===== config.mk =====
export PLATFORM = sky130hd
export DESIGN_NAME = tspt_top
export DESIGN_NICKNAME = d
export VERILOG_FILES = /design/src/hdl/tspt_pkg.sv /design/src/hdl/tspt_top.sv /design/src/hdl/tspt_pattern_generator.sv /design/src/hdl/tspt_pattern_checker.sv
export VERILOG_INCLUDE_DIRS = /design/src /design/src/hdl
export SDC_FILE = /design/constraint.sdc
export NUM_CORES = 1
export LEC_CHECK = 0
export BUFFER_PORTS_ARGS = -buffer_cell sky130_fd_sc_hd__buf_2
export CELL_PAD_IN_SITES_DETAIL_PLACEMENT = 0
export CELL_PAD_IN_SITES_GLOBAL_PLACEMENT = 1
export CORE_AREA = 2 2 439 441
export CTS_BUF_LIST = sky130_fd_sc_hd__clkbuf_8
export DETAILED_ROUTE_END_ITERATION = 8
export DIE_AREA = 0 0 441 443
export HOLD_SLACK_MARGIN = 0.02
export PLACE_DENSITY = 0.36
export SYNTH_ARGS = -nofsm -noshare
export SYNTH_HDL_FRONTEND = slang
export SYNTH_SLANG_ARGS = --single-unit
export TNS_END_PERCENT = 30

===== constraint.sdc =====
create_clock -name aclk -period 2.9 [get_ports aclk]
set_input_delay 0.435 -clock aclk [delete_from_list [all_inputs] [get_ports aclk]]
set_output_delay 0.435 -clock aclk [all_outputs]
set_load 0.1 [all_outputs]

===== src/hdl/tspt_map.svh =====
// Register offsets, field positions and reset values of the stream pattern tester.
// Assumes inclusion by bare name from files under hdl/.
`ifndef TSPT_MAP_SVH
`define TSPT_MAP_SVH

`define TSPT_OFF_CMD 12'h000
`define TSPT_OFF_RST 12'h008
`define TSPT_OFF_TXLEN 12'h004
`define TSPT_OFF_RXLEN 12'h010
`define TSPT_OFF_INTSTS 12'h020
`define TSPT_OFF_INTMSK 12'h024

`define TSPT_CMD_RX_BIT 0
`define TSPT_CMD_VERIFY_BIT 1
`define TSPT_RST_SOFT_BIT 0
`define TSPT_RST_BUSY_BIT 0
`define TSPT_RST_FAIL_BIT 1
`define TSPT_RST_LINK_BIT 16

`define TSPT_INT_TXDONE_BIT 0
`define TSPT_INT_FAIL_BIT 1
`define TSPT_INT_W 2

`define TSPT_TXLEN_RST 32'h00000000
`define TSPT_MSK_RST 2'h0
`define TSPT_RESP_OKAY 2'h0
`define TSPT_RESP_SLVERR 2'h2

`endif


===== src/hdl/tspt_pkg.sv =====
// Types shared by the stream pattern tester modules.
// Assumes nothing beyond a SystemVerilog compiler.
package tspt_pkg;
  typedef struct packed {
    logic [11:0] addr;
  } tspt_addr_t;

  typedef struct packed {
    logic [31:0] data;
    logic [3:0] strb;
  } tspt_wdata_t;

  typedef enum logic [1:0] {
    TSPT_RD_IDLE = 2'b00,
    TSPT_RD_RESP = 2'b01
  } tspt_rd_state_t;
endpackage


===== src/hdl/tspt_top.sv =====
// TCP stream pattern tester: AXI4-Lite registers, pattern generator and checker.
// Assumes an offload engine FIFO pair and one clock for bus and data.
//
// Behaviour
// - Writing the command register with bit 0 clear starts the generator.
// - While enabled, the transmit write enable is the inverse of the FIFO full flag.
// - A transmit word counter totals the words already written.
// - Transmit data is an incrementing pattern of 32-bit words made from the counter.
// - The generator stops after writing the word whose counter equals the configured size minus one.
// - The checker drains with or without comparison as the verify flag says.
// - With verification on, a mismatch of a valid word sets the failure flag unless a user reset falls in the same cycle.
// - The receive read enable is the inverse of the receive FIFO empty flag.
// - The read enable delayed one clock is the receive counter's count enable.
// - The expected pattern comes from the receive counter, aligned with the data.
// - Writing bit 0 of the reset register resets generator and checker.
// - Bit 16 of the reset register reads the Ethernet link-up status.
// - Bit 0 of the reset register reads the generator busy state.
// - The failure flag clears on a new start or on the user reset.
// - The received length counts bus words and clears on any command write.
`timescale 1ns/100ps
`default_nettype none
`include "tspt_map.svh"
module tspt_top #(
  parameter int DATA_W = 512
) (
  input wire logic aclk,
  input wire logic aresetn,
  input wire logic [11:0] s_axi_awaddr,
  input wire logic s_axi_awvalid,
  output logic s_axi_awready,
  input wire logic [31:0] s_axi_wdata,
  input wire logic [3:0] s_axi_wstrb,
  input wire logic s_axi_wvalid,
  output logic s_axi_wready,
  output logic [1:0] s_axi_bresp,
  output logic s_axi_bvalid,
  input wire logic s_axi_bready,
  input wire logic [11:0] s_axi_araddr,
  input wire logic s_axi_arvalid,
  output logic s_axi_arready,
  output logic [31:0] s_axi_rdata,
  output logic [1:0] s_axi_rresp,
  output logic s_axi_rvalid,
  input wire logic s_axi_rready,
  input wire logic link_up,
  input wire logic tx_fifo_full,
  output logic tx_fifo_write_enable,
  output logic [DATA_W-1:0] tx_fifo_write_data,
  input wire logic rx_fifo_empty,
  input wire logic [DATA_W-1:0] rx_fifo_read_data,
  output logic rx_fifo_read_enable,
  output logic irq
);
  import tspt_pkg::*;

  // ----------------------------------------------------------------
  // Register state
  // ----------------------------------------------------------------
  typedef struct packed {
    tspt_addr_t aw;
    logic aw_full;
    tspt_wdata_t w;
    logic w_full;
    logic bvalid;
    logic [1:0] bresp;
    tspt_rd_state_t rd_state;
    logic [31:0] rdata;
    logic [1:0] rresp;
    logic [31:0] configured_tx_size;
    logic verify_enable;
    logic gen_start;
    logic chk_start;
    logic soft_rst;
    logic [`TSPT_INT_W-1:0] int_sts;
    logic [`TSPT_INT_W-1:0] int_msk;
  } tspt_top_st_t;

  tspt_top_st_t st_ff;
  tspt_top_st_t nxt_st;
  logic gen_busy;
  logic gen_done;
  logic [31:0] rx_len;
  logic fail_flag;
  logic fail_evt;
  logic do_write;
  logic [11:0] wa;
  logic [`TSPT_INT_W-1:0] evt;

  assign do_write = st_ff.aw_full & st_ff.w_full & ~st_ff.bvalid;
  assign wa = st_ff.aw.addr;
  assign evt = {fail_evt, gen_done};

  // ----------------------------------------------------------------
  // Bus and register logic
  // ----------------------------------------------------------------
  always_comb begin
    nxt_st = st_ff;
    nxt_st.gen_start = 1'b0;
    nxt_st.chk_start = 1'b0;
    nxt_st.soft_rst = 1'b0;
    if (s_axi_awvalid && !st_ff.aw_full) begin
      nxt_st.aw.addr = s_axi_awaddr;
      nxt_st.aw_full = 1'b1;
    end
    if (s_axi_wvalid && !st_ff.w_full) begin
      nxt_st.w.data = s_axi_wdata;
      nxt_st.w.strb = s_axi_wstrb;
      nxt_st.w_full = 1'b1;
    end
    if (st_ff.bvalid && s_axi_bready) begin
      nxt_st.bvalid = 1'b0;
    end
    // Hardware events are merged after the software clear so a same-cycle event survives.
    if (do_write) begin
      nxt_st.aw_full = 1'b0;
      nxt_st.w_full = 1'b0;
      nxt_st.bvalid = 1'b1;
      nxt_st.bresp = `TSPT_RESP_OKAY;
      case (wa)
        `TSPT_OFF_CMD: begin
          nxt_st.chk_start = 1'b1;
          nxt_st.verify_enable = st_ff.w.data[`TSPT_CMD_VERIFY_BIT];
          if (!st_ff.w.data[`TSPT_CMD_RX_BIT]) begin
            nxt_st.gen_start = 1'b1;
          end
        end
        `TSPT_OFF_TXLEN: begin
          for (int b = 0; b < 4; b++) begin
            if (st_ff.w.strb[b]) begin
              nxt_st.configured_tx_size[b*8 +: 8] = st_ff.w.data[b*8 +: 8];
            end
          end
        end
        `TSPT_OFF_RST: begin
          nxt_st.soft_rst = st_ff.w.data[`TSPT_RST_SOFT_BIT];
        end
        `TSPT_OFF_INTSTS: begin
          nxt_st.int_sts = st_ff.int_sts & ~st_ff.w.data[`TSPT_INT_W-1:0];
        end
        `TSPT_OFF_INTMSK: begin
          nxt_st.int_msk = st_ff.w.data[`TSPT_INT_W-1:0];
        end
        `TSPT_OFF_RXLEN: begin
          nxt_st.bresp = `TSPT_RESP_OKAY;
        end
        default: begin
          nxt_st.bresp = `TSPT_RESP_SLVERR;
        end
      endcase
    end
    nxt_st.int_sts = nxt_st.int_sts | evt;
    case (st_ff.rd_state)
      TSPT_RD_IDLE: begin
        if (s_axi_arvalid) begin
          nxt_st.rd_state = TSPT_RD_RESP;
          nxt_st.rresp = `TSPT_RESP_OKAY;
          nxt_st.rdata = 32'h00000000;
          case (s_axi_araddr)
            `TSPT_OFF_CMD: begin
              nxt_st.rdata[`TSPT_CMD_VERIFY_BIT] = st_ff.verify_enable;
            end
            `TSPT_OFF_TXLEN: begin
              nxt_st.rdata = st_ff.configured_tx_size;
            end
            `TSPT_OFF_RST: begin
              nxt_st.rdata[`TSPT_RST_BUSY_BIT] = gen_busy;
              nxt_st.rdata[`TSPT_RST_FAIL_BIT] = fail_flag;
              nxt_st.rdata[`TSPT_RST_LINK_BIT] = link_up;
            end
            `TSPT_OFF_RXLEN: begin
              nxt_st.rdata = rx_len;
            end
            `TSPT_OFF_INTSTS: begin
              nxt_st.rdata[`TSPT_INT_W-1:0] = st_ff.int_sts;
            end
            `TSPT_OFF_INTMSK: begin
              nxt_st.rdata[`TSPT_INT_W-1:0] = st_ff.int_msk;
            end
            default: begin
              nxt_st.rresp = `TSPT_RESP_SLVERR;
            end
          endcase
        end
      end
      TSPT_RD_RESP: begin
        if (s_axi_rready) begin
          nxt_st.rd_state = TSPT_RD_IDLE;
        end
      end
      default: begin
        nxt_st.rd_state = TSPT_RD_IDLE;
      end
    endcase
    if (!aresetn) begin
      nxt_st = '0;
      nxt_st.rd_state = TSPT_RD_IDLE;
      nxt_st.configured_tx_size = `TSPT_TXLEN_RST;
      nxt_st.int_msk = `TSPT_MSK_RST;
      nxt_st.soft_rst = 1'b1;
    end
  end

  always_ff @(posedge aclk) begin
    st_ff <= nxt_st;
  end

  assign s_axi_awready = ~st_ff.aw_full;
  assign s_axi_wready = ~st_ff.w_full;
  assign s_axi_bvalid = st_ff.bvalid;
  assign s_axi_bresp = st_ff.bresp;
  assign s_axi_arready = (st_ff.rd_state == TSPT_RD_IDLE);
  assign s_axi_rvalid = (st_ff.rd_state == TSPT_RD_RESP);
  assign s_axi_rdata = st_ff.rdata;
  assign s_axi_rresp = st_ff.rresp;
  assign irq = |(st_ff.int_sts & st_ff.int_msk);

  // ----------------------------------------------------------------
  // Pattern engines
  // ----------------------------------------------------------------
  tspt_pattern_generator #(
    .DATA_W(DATA_W)
  ) u_gen (
    .aclk(aclk),
    .soft_rst(st_ff.soft_rst),
    .start(st_ff.gen_start),
    .configured_tx_size(st_ff.configured_tx_size),
    .tx_fifo_full(tx_fifo_full),
    .tx_fifo_write_enable(tx_fifo_write_enable),
    .tx_fifo_write_data(tx_fifo_write_data),
    .busy(gen_busy),
    .done_pulse(gen_done)
  );

  tspt_pattern_checker #(
    .DATA_W(DATA_W)
  ) u_chk (
    .aclk(aclk),
    .soft_rst(st_ff.soft_rst),
    .start(st_ff.chk_start),
    .verify_enable(st_ff.verify_enable),
    .rx_fifo_empty(rx_fifo_empty),
    .rx_fifo_read_data(rx_fifo_read_data),
    .rx_fifo_read_enable(rx_fifo_read_enable),
    .rx_word_counter(rx_len),
    .verify_fail_flag(fail_flag),
    .fail_pulse(fail_evt)
  );

  // ----------------------------------------------------------------
  // Checks
  // ----------------------------------------------------------------
  a_start_sets_busy: assert property (@(posedge aclk) disable iff (!aresetn)
    (st_ff.gen_start && !st_ff.soft_rst) |=> gen_busy)
    else $error("generator not busy after start");
  a_reset_clears_all: assert property (@(posedge aclk) disable iff (!aresetn)
    st_ff.soft_rst |=> (!gen_busy && !fail_flag && rx_len == 32'h00000000))
    else $error("user reset left state behind");
  a_cmd_clears_len: assert property (@(posedge aclk) disable iff (!aresetn)
    st_ff.chk_start |=> (rx_len == 32'h00000000 && (!fail_flag || fail_evt)))
    else $error("command write did not clear length and failure");
  a_busy_read_back: assert property (@(posedge aclk) disable iff (!aresetn)
    (s_axi_arvalid && s_axi_arready && s_axi_araddr == `TSPT_OFF_RST)
      |=> (s_axi_rdata[`TSPT_RST_BUSY_BIT] == $past(gen_busy)
        && s_axi_rdata[`TSPT_RST_LINK_BIT] == $past(link_up)))
    else $error("reset register read back wrong");
  a_idle_no_write: assert property (@(posedge aclk) disable iff (!aresetn)
    !gen_busy |-> !tx_fifo_write_enable)
    else $error("write enable while generator idle");
  a_len_counts_word: assert property (@(posedge aclk) disable iff (!aresetn)
    (rx_fifo_read_enable && !st_ff.chk_start && !st_ff.soft_rst)
      ##1 (!st_ff.chk_start && !st_ff.soft_rst)
      |=> rx_len == $past(rx_len) + 32'h00000001)
    else $error("received length did not follow delayed read");
endmodule // tspt_top
`default_nettype wire


===== src/hdl/tspt_pattern_generator.sv =====
// Transmit pattern generator that fills the offload engine's transmit FIFO.
// Assumes the FIFO takes a word on every clock with write enable high.
`timescale 1ns/100ps
`default_nettype none
module tspt_pattern_generator #(
  parameter int DATA_W = 512
) (
  input wire logic aclk,
  input wire logic soft_rst,
  input wire logic start,
  input wire logic [31:0] configured_tx_size,
  input wire logic tx_fifo_full,
  output logic tx_fifo_write_enable,
  output logic [DATA_W-1:0] tx_fifo_write_data,
  output logic busy,
  output logic done_pulse
);
  import tspt_pkg::*;

  typedef struct packed {
    logic tx_transfer_enable;
    logic [31:0] tx_word_counter;
    logic done;
  } tspt_gen_st_t;

  tspt_gen_st_t st_ff;
  tspt_gen_st_t nxt_st;
  logic wr;

  assign wr = st_ff.tx_transfer_enable & ~tx_fifo_full;

  always_comb begin
    nxt_st = st_ff;
    nxt_st.done = 1'b0;
    if (soft_rst) begin
      nxt_st.tx_transfer_enable = 1'b0;
      nxt_st.tx_word_counter = 32'h00000000;
    end else if (start) begin
      nxt_st.tx_transfer_enable = 1'b1;
      nxt_st.tx_word_counter = 32'h00000000;
    end else if (wr) begin
      nxt_st.tx_word_counter = st_ff.tx_word_counter + 32'h00000001;
      if (st_ff.tx_word_counter == configured_tx_size - 32'h00000001) begin
        nxt_st.tx_transfer_enable = 1'b0;
        nxt_st.done = 1'b1;
      end
    end
  end

  always_ff @(posedge aclk) begin
    st_ff <= nxt_st;
  end

  // Each 32-bit lane carries the counter-based word so the pattern rises by one lane per lane.
  always_comb begin
    tx_fifo_write_data = '0;
    for (int i = 0; i < DATA_W / 32; i++) begin
      tx_fifo_write_data[i*32 +: 32] = {st_ff.tx_word_counter[27:0], 4'h0} + 32'(i);
    end
  end

  assign tx_fifo_write_enable = wr;
  assign busy = st_ff.tx_transfer_enable;
  assign done_pulse = st_ff.done;

  a_gen_stops_full: assert property (@(posedge aclk) tx_fifo_full |-> !tx_fifo_write_enable)
    else $error("write enable high while transmit FIFO full");
  a_gen_count_step: assert property (@(posedge aclk) disable iff (soft_rst)
    (tx_fifo_write_enable && !start) |=> (st_ff.tx_word_counter == $past(st_ff.tx_word_counter) + 32'h00000001
      || soft_rst))
    else $error("transmit counter did not advance on a write");
endmodule // tspt_pattern_generator
`default_nettype wire


===== src/hdl/tspt_pattern_checker.sv =====
// Receive pattern checker that drains the offload engine's receive FIFO.
// Assumes read data appears one clock after the read enable.
`timescale 1ns/100ps
`default_nettype none
module tspt_pattern_checker #(
  parameter int DATA_W = 512
) (
  input wire logic aclk,
  input wire logic soft_rst,
  input wire logic start,
  input wire logic verify_enable,
  input wire logic rx_fifo_empty,
  input wire logic [DATA_W-1:0] rx_fifo_read_data,
  output logic rx_fifo_read_enable,
  output logic [31:0] rx_word_counter,
  output logic verify_fail_flag,
  output logic fail_pulse
);
  import tspt_pkg::*;

  typedef struct packed {
    logic rx_read_enable_delayed;
    logic [31:0] rx_word_counter;
    logic fail;
    logic fail_evt;
  } tspt_chk_st_t;

  tspt_chk_st_t st_ff;
  tspt_chk_st_t nxt_st;
  logic [DATA_W-1:0] expected_pattern;
  logic mismatch;

  assign rx_fifo_read_enable = ~rx_fifo_empty;

  // The expected word is built from the counter that lags the read by one clock.
  always_comb begin
    expected_pattern = '0;
    for (int i = 0; i < DATA_W / 32; i++) begin
      expected_pattern[i*32 +: 32] = {st_ff.rx_word_counter[27:0], 4'h0} + 32'(i);
    end
  end

  assign mismatch = st_ff.rx_read_enable_delayed & verify_enable &
    (rx_fifo_read_data != expected_pattern);

  always_comb begin
    nxt_st = st_ff;
    nxt_st.fail_evt = 1'b0;
    nxt_st.rx_read_enable_delayed = rx_fifo_read_enable;
    if (st_ff.rx_read_enable_delayed) begin
      nxt_st.rx_word_counter = st_ff.rx_word_counter + 32'h00000001;
    end
    if (soft_rst || start) begin
      nxt_st.rx_word_counter = 32'h00000000;
      nxt_st.fail = 1'b0;
      nxt_st.rx_read_enable_delayed = 1'b0;
    end
    // A mismatch on the cycle of a new start still sets the flag; only a user reset in the same cycle drops it.
    if (mismatch && !soft_rst) begin
      nxt_st.fail = 1'b1;
      nxt_st.fail_evt = 1'b1;
    end
  end

  always_ff @(posedge aclk) begin
    st_ff <= nxt_st;
  end

  assign rx_word_counter = st_ff.rx_word_counter;
  assign verify_fail_flag = st_ff.fail;
  assign fail_pulse = st_ff.fail_evt;

  a_chk_fail_sticky: assert property (@(posedge aclk) disable iff (soft_rst)
    (verify_fail_flag && !start) |=> verify_fail_flag)
    else $error("failure flag dropped without clear");
  a_chk_read_empty: assert property (@(posedge aclk) rx_fifo_read_enable == !rx_fifo_empty)
    else $error("read enable not inverse of empty");
  a_chk_no_verify: assert property (@(posedge aclk) disable iff (soft_rst)
    (!verify_enable && !verify_fail_flag && !start) |=> !verify_fail_flag)
    else $error("failure raised with verification off");
endmodule // tspt_pattern_checker
`default_nettype wire


### Word-level counts from Yosys, hierarchy flattened

Cells that the tools add are included.

* register bits after elaboration: 198
* bits of input ports: 582
* output and inout bits: 556
* logic and storage cells: 145

* $add $sub $neg: 33
* equal/unequal tests: 15
* multiplexer cells: 23
* bitwise operators: 16
* reduce and logical (&&, ||, !) cells: 31

Operators by type and width (number)
* 32-bit by 4-bit adder with 32-bit output, second input constant: 16
* 512-bit != test: 1
* 32-bit by 3-bit adder with 32-bit output, second input constant: 8
* 32-bit by 1-bit adder with 32-bit output, second input constant: 4
* 32-bit by 2-bit adder with 32-bit output, second input constant: 4
* 12-bit by 6-bit equality test with 1-bit output, second input constant: 4
* 36-bit two-way mux: 1
* 34-bit two-way mux: 1
* 33-bit two-way mux: 1
* 32-bit equality test: 1
* 32-bit by 1-bit subtractor with 32-bit output, second input constant: 1
* 15-bit one-hot mux with 2 select lines: 1
* 14-bit one-hot mux with 2 select lines: 1
* 12-bit by 3-bit equality test with 1-bit output, second input constant: 2
* 12-bit by 4-bit equality test with 1-bit output, second input constant: 2
* 12-bit by 5-bit equality test with 1-bit output, second input constant: 2
* 12-bit zero test: 2
* 3-bit AND reduction: 5
* 2-bit AND reduction: 6
* 6-bit OR reduction: 2
* 2-bit two-way mux: 5
* 1-bit two-way mux: 7
* 1-bit NOT: 7
* 1-bit one-hot mux with 6 select lines: 1
* other kinds (19): 33

### Logic depth before layout (Yosys ltp)

* depth after elaboration: 5
* depth in mapped cells: 12
* depth with buffers taken out: 10

### Cells and area by module

Synthesis repeated with hierarchy kept, for this count alone.

* cell total of the unflattened synthesis: 2381
* area total of the unflattened synthesis: 18139.9 µm²

Modules (own cells, without submodules)
* tspt_pattern_generator: times used 1, cells each 875, area an instance 6582.6 µm², seq. area each 680.7 µm²
* tspt_pattern_checker: times used 1, cells each 857, area an instance 6271.0 µm², seq. area each 700.7 µm²
* tspt_top: times used 1, cells each 649, area an instance 5286.3 µm², seq. area each 2522.4 µm²

### Worst setup path before layout

No wires, ideal clock.

* kind: input -> register
* from: in tx_fifo_full
* to: reg u_gen.st_ff[32] (netlist name)
* setup time: 0.070 ns
* data arrival time: 3.221 ns
* data required time: 2.830 ns
* setup slack: -0.391 ns
* stages on the path: 9
* path buffers: 1
* cell sequence: nor2b_1 clkbuf_1 and3_1 nand2_1 or3_1 nor3_1 nand4_1 or3_1 a21oi_1

* word-level cells in the longest chain between the ends: 2

RTL lines
* start: declaration: line tspt_top.sv:46 `input wire logic tx_fifo_full,`
* 1-bit NOT: line tspt_pattern_generator.sv:30 `assign wr = st_ff.tx_transfer_enable & ~tx_fifo_full;`
* 1-bit bitwise AND: line tspt_pattern_generator.sv:30
* via tx_fifo_write_enable: line tspt_top.sv:47 `output logic tx_fifo_write_enable,`
* end signal: assignment: line tspt_pattern_generator.sv:51 `st_ff <= nxt_st;`
* end: declaration: line tspt_pattern_generator.sv:26 `tspt_gen_st_t st_ff;`

The timed path passes the listed nets, and every way through them passes these cells.
A chain may end at the register's enable or synchronous reset.

### Worst setup path in the final report

* from: reg u_chk.st_ff (netlist bit u_chk.rx_word_counter[16])
* to: reg u_chk.st_ff (netlist bit u_chk.verify_fail_flag)

* word-level cells in the longest chain between the ends: 4
* elaborated cells on any way between the ends: 18
* those cells by class: add/sub (15); eq/ne (1); bitwise (1); reduce/logical (1)

RTL lines
* start: declaration: line tspt_pattern_checker.sv:28 `tspt_chk_st_t st_ff;`
* start signal: assignment: line tspt_pattern_checker.sv:66 `st_ff <= nxt_st;`
* 32-bit by 1-bit adder with 32-bit output (tied with other cells): line tspt_pattern_checker.sv:39 `expected_pattern[i*32 +: 32] = {st_ff.rx_word_counter[27:0], 4'h0} + 32'(i);`
* 512-bit != test (*): line tspt_pattern_checker.sv:44 `(rx_fifo_read_data != expected_pattern);`
* 1-bit bitwise AND (*): line tspt_pattern_checker.sv:43 `assign mismatch = st_ff.rx_read_enable_delayed & verify_enable &`
* 1-bit logical AND (*): line tspt_pattern_checker.sv:59 `if (mismatch && !soft_rst) begin`

Mark *: on every way between the ends. The rest lies on a longest branch, timed or not.

==> metrics.log <==
[metrics] Total Wirelength: 131 mm
[metrics] initial antenna violation count: 90
[metrics] cells taking the most area after synthesis: buf_4, dfxtp_1, xor2_1, xnor2_1, nand2_1
[metrics] hold violation count in the final report: 0
[metrics] peak fanout along the critical path: 8
[metrics] fraction of final layout cells sized beyond drive strength 1: 0.452
[metrics] count of different cell masters after synthesis: 73
[metrics] sequential share of power: 0.426
[metrics] top-level I/O count: 1138
[metrics] cell leakage power: 11.4 nW
[metrics] number of sinks on the clock net: 195
[metrics] DRC violations left: 0
[metrics] initial DRC count: 1159
[metrics] number of levels the H-tree was split into: 4
[metrics] failing checks: negative setup slack
[metrics] max-capacitance violation count: 0
[metrics] highest ir drop seen on vdd: 0.000193 V
[metrics] area used by multi-input combinational logic: 9410 µm²
[metrics] kind of end point of the critical path: flip-flop
[metrics] cell accounting for the most synthesized area: buf_4
[metrics] clock insertion delay at the later pin of the skew report: 0.62 ns
[metrics] Place WS: -1.20 ns
[metrics] setup repair after global routing missed its margin: true
[metrics] Finish-stage setup viols: 2
[metrics] worst slew slack as a fraction of its limit: 0.232
[metrics] most frequent standard cell in the layout excluding fill and tap cells: buf_2
[metrics] GP Congestion: 0.888
[metrics] effective utilization at floorplan: 0.0924
[metrics] buffer cell driving the clock tree root: clkbuf_8
[metrics] ys flop type: dfxtp_1
[metrics] power per cell area: 272 nW/µm²
[metrics] detailed-routing iteration count for the pre-antenna-repair pass: 6
[metrics] wire per inst: 23.5 µm
[metrics] gr ovfl total: 0
[metrics] Clock Skews: 0.0438 ns
[metrics] netlist area before placement: 17700 µm²
[metrics] Comb pwr share: 0.289
[metrics] FMAX: 326 MHz
[metrics] via total after detailed routing: 18675
[metrics] global-route wire length before repair: 168 mm
[metrics] EDFF count, synth: 0
[metrics] sequential area share after synthesis: 0.221
[metrics] Int Power: 3.98 mW
[metrics] class of the most critical hold timing path: in -> reg
[metrics] run status: finished, violations left
[metrics] Clk pwr share: 0.285
[metrics] setup TNS: -0.171 ns
[metrics] time the worst path needs with I/O delays and setup: 3.06 ns
[metrics] switching power: 2.65 mW
[metrics] number of nets with antenna violations after routing: 0
[metrics] die footprint: 195000 µm²
[metrics] flip-flop and latch count after synthesis: 195
[metrics] CTS max path bufs: 2
[metrics] data required time of the critical path: 3.38 ns
[metrics] final core utilization: 0.127
[metrics] die boundary height: 443 µm
[metrics] area added between synthesis and finish: 38.0%
[metrics] area of the core: 191000 µm²
[metrics] async set-reset flop share out of synthesis: 0
[metrics] count of pins over their slew limit: 0
[metrics] switching share of total power: 0.399
[metrics] Crit Path Class: reg -> reg
[metrics] share of the synthesized area in the top cell type: 0.234
[metrics] final hold slack: 0.110 ns
[metrics] flip-flop and latch area: 3970 µm²
[metrics] kind of launch point of the worst setup path: flip-flop
[metrics] Core Rows: 161
[metrics] instance count of the mapped netlist: 2310
[metrics] total routing resource utilization after global routing: 0.129
[metrics] number of global-route vias before repair: 17867
[metrics] DR vias/cell: 3.35
[metrics] worst path arrival time: 3.55 ns
[metrics] synth warn: 0
[metrics] worst-margin pin slew: 1.15 ns
[metrics] part of the cycle the worst path needs: 1.06
[metrics] PortBufs: 1071
[metrics] number of buffers created by CTS: 17
[metrics] pin count of the biggest net entering global routing: 54
[metrics] number of nets in the layout: 3593
[metrics] clock transition at the registers of the reported paths: 0.11 ns
[metrics] post-DP HPWL: 114 mm
[metrics] post-layout worst setup margin: -0.164 ns
[metrics] number of filler cells placed in the layout: 22247
[metrics] most used cells in the layout excluding fill and tap cells: buf_2, nand2_1, buf_4, dfxtp_1, nor2_1
[metrics] die width: 441 µm
[metrics] Post-Synthesis Mean Instance Area: 7.64 µm²
[metrics] clock tree from TritonCTS: done
## power by group through the flow
stage                     clock, mW  combinational, mW  sequential (mW)
after floorplan                   0               1.19             2.86
after global placement            0               1.89             2.89
after detailed placement          0               1.90             2.90
final                          1.89               1.92             2.82
after CTS                      2.05               1.95             2.82
after global routing           2.13               2.05             2.83
## flip-flops by register name, summed over array words and instances (netlist names)
signal                  count
s_axi_rresp                 1
u_chk.fail_pulse            1
u_gen.st_ff                32
s_axi_rdata                32
u_chk.rx_word_counter      32
u_chk.st_ff                 1
u_chk.verify_fail_flag      1
u_gen.done_pulse            1
u_gen.busy                  1
s_axi_bresp                 1
s_axi_bvalid                1
wa                         12
st_ff                      79
## cells in the mapped netlist (57+ instances only)
library cell  number
buf_4            550
dfxtp_1          195
nand2_1          189
nor2_1           143
xor2_1           134
xnor2_1          106
clkbuf_1         102
nor3_1            91
and3_1            87
nand3_1           85
a21boi_0          79
nand4_1           57
## area by class of cell
| class | count | share of cell area |
|---|---|---|
| Multi-Input combinational cell | 1476 | 0.386 |
| Clock inverter | 14 | 0.00508 |
| Tap cell | 2526 | 0.130 |
| Timing Repair Buffer | 1298 | 0.300 |
| Sequential cell | 195 | 0.163 |
| Clock buffer | 18 | 0.0102 |
| Antenna cell | 32 | 0.00329 |
| Inverter | 20 | 0.00308 |
## worst paths after layout
path / startpoint / cells past startpoint / slack (ns) / to
hold / removal: s_axi_wdata[28] / 3 / 0.11 / st_ff[112]
setup reg to reg: u_chk.rx_word_counter[16] / 11 / -0.16 / u_chk.verify_fail_flag
setup / recovery: u_chk.rx_word_counter[16] / 11 / -0.16 / u_chk.verify_fail_flag
hold reg to reg: wa[11] / 2 / 0.47 / wa[11]
## metal layers
layer	global-route usage	up-vias	part of all wire
met5	0	-	0.00094
met4	0.0287	18	0.014
met3	0.0184	145	0.051
met2	0.237	664	0.52
met1	0.156	8990	0.41
li1	-	8858	-
## worst max-delay path, cell delays in order, from the launching register on
cell and delay [ns]:
dfxtp_1 0.40, buf_4 0.23, nor4_1 0.33, mux2i_1 0.15
nor4_2 0.26, buf_4 0.21, nand4_1 0.14, nor4_4 0.52
buf_4 0.19, nand4_1 0.13, and4b_1 0.23, a21o_1 0.15
## cells by family after synthesis
| group | Yosys count | share of synthesized area |
|---|---|---|
| AND/OR/NAND/NOR | 873 | 0.263 |
| XOR/XNOR | 240 | 0.119 |
| multiplexers | 26 | 0.0147 |
| AO/OA/AOI/OAI | 266 | 0.110 |
| other | 2 | 0.000425 |
| buffers and inverters | 703 | 0.269 |
| flip-flops | 195 | 0.221 |
| adder cells (fa/ha/maj) | 5 | 0.00326 |
## per-stage QoR
step	cells	power (mW)	cell area, µm²
after global routing	5561	7.01	24300
final	5579	6.63	24400
after CTS	5547	6.82	24200
after detailed placement	5474	4.79	23300
after floorplan	2374	4.04	17900
after global placement	5474	4.79	23300
## timing repair
item / CTS / global route
gates cloned: 0 / 0
hold endpoints to repair: 35 / 0
setup buffers: 5 / 0
resized for setup: 35 / 14
pin swaps: 5 / 2
setup endpoints to repair: 8 / 6
hold buffers: 36 / 0
No activity file was read; power rests on OpenSTA's default activity.
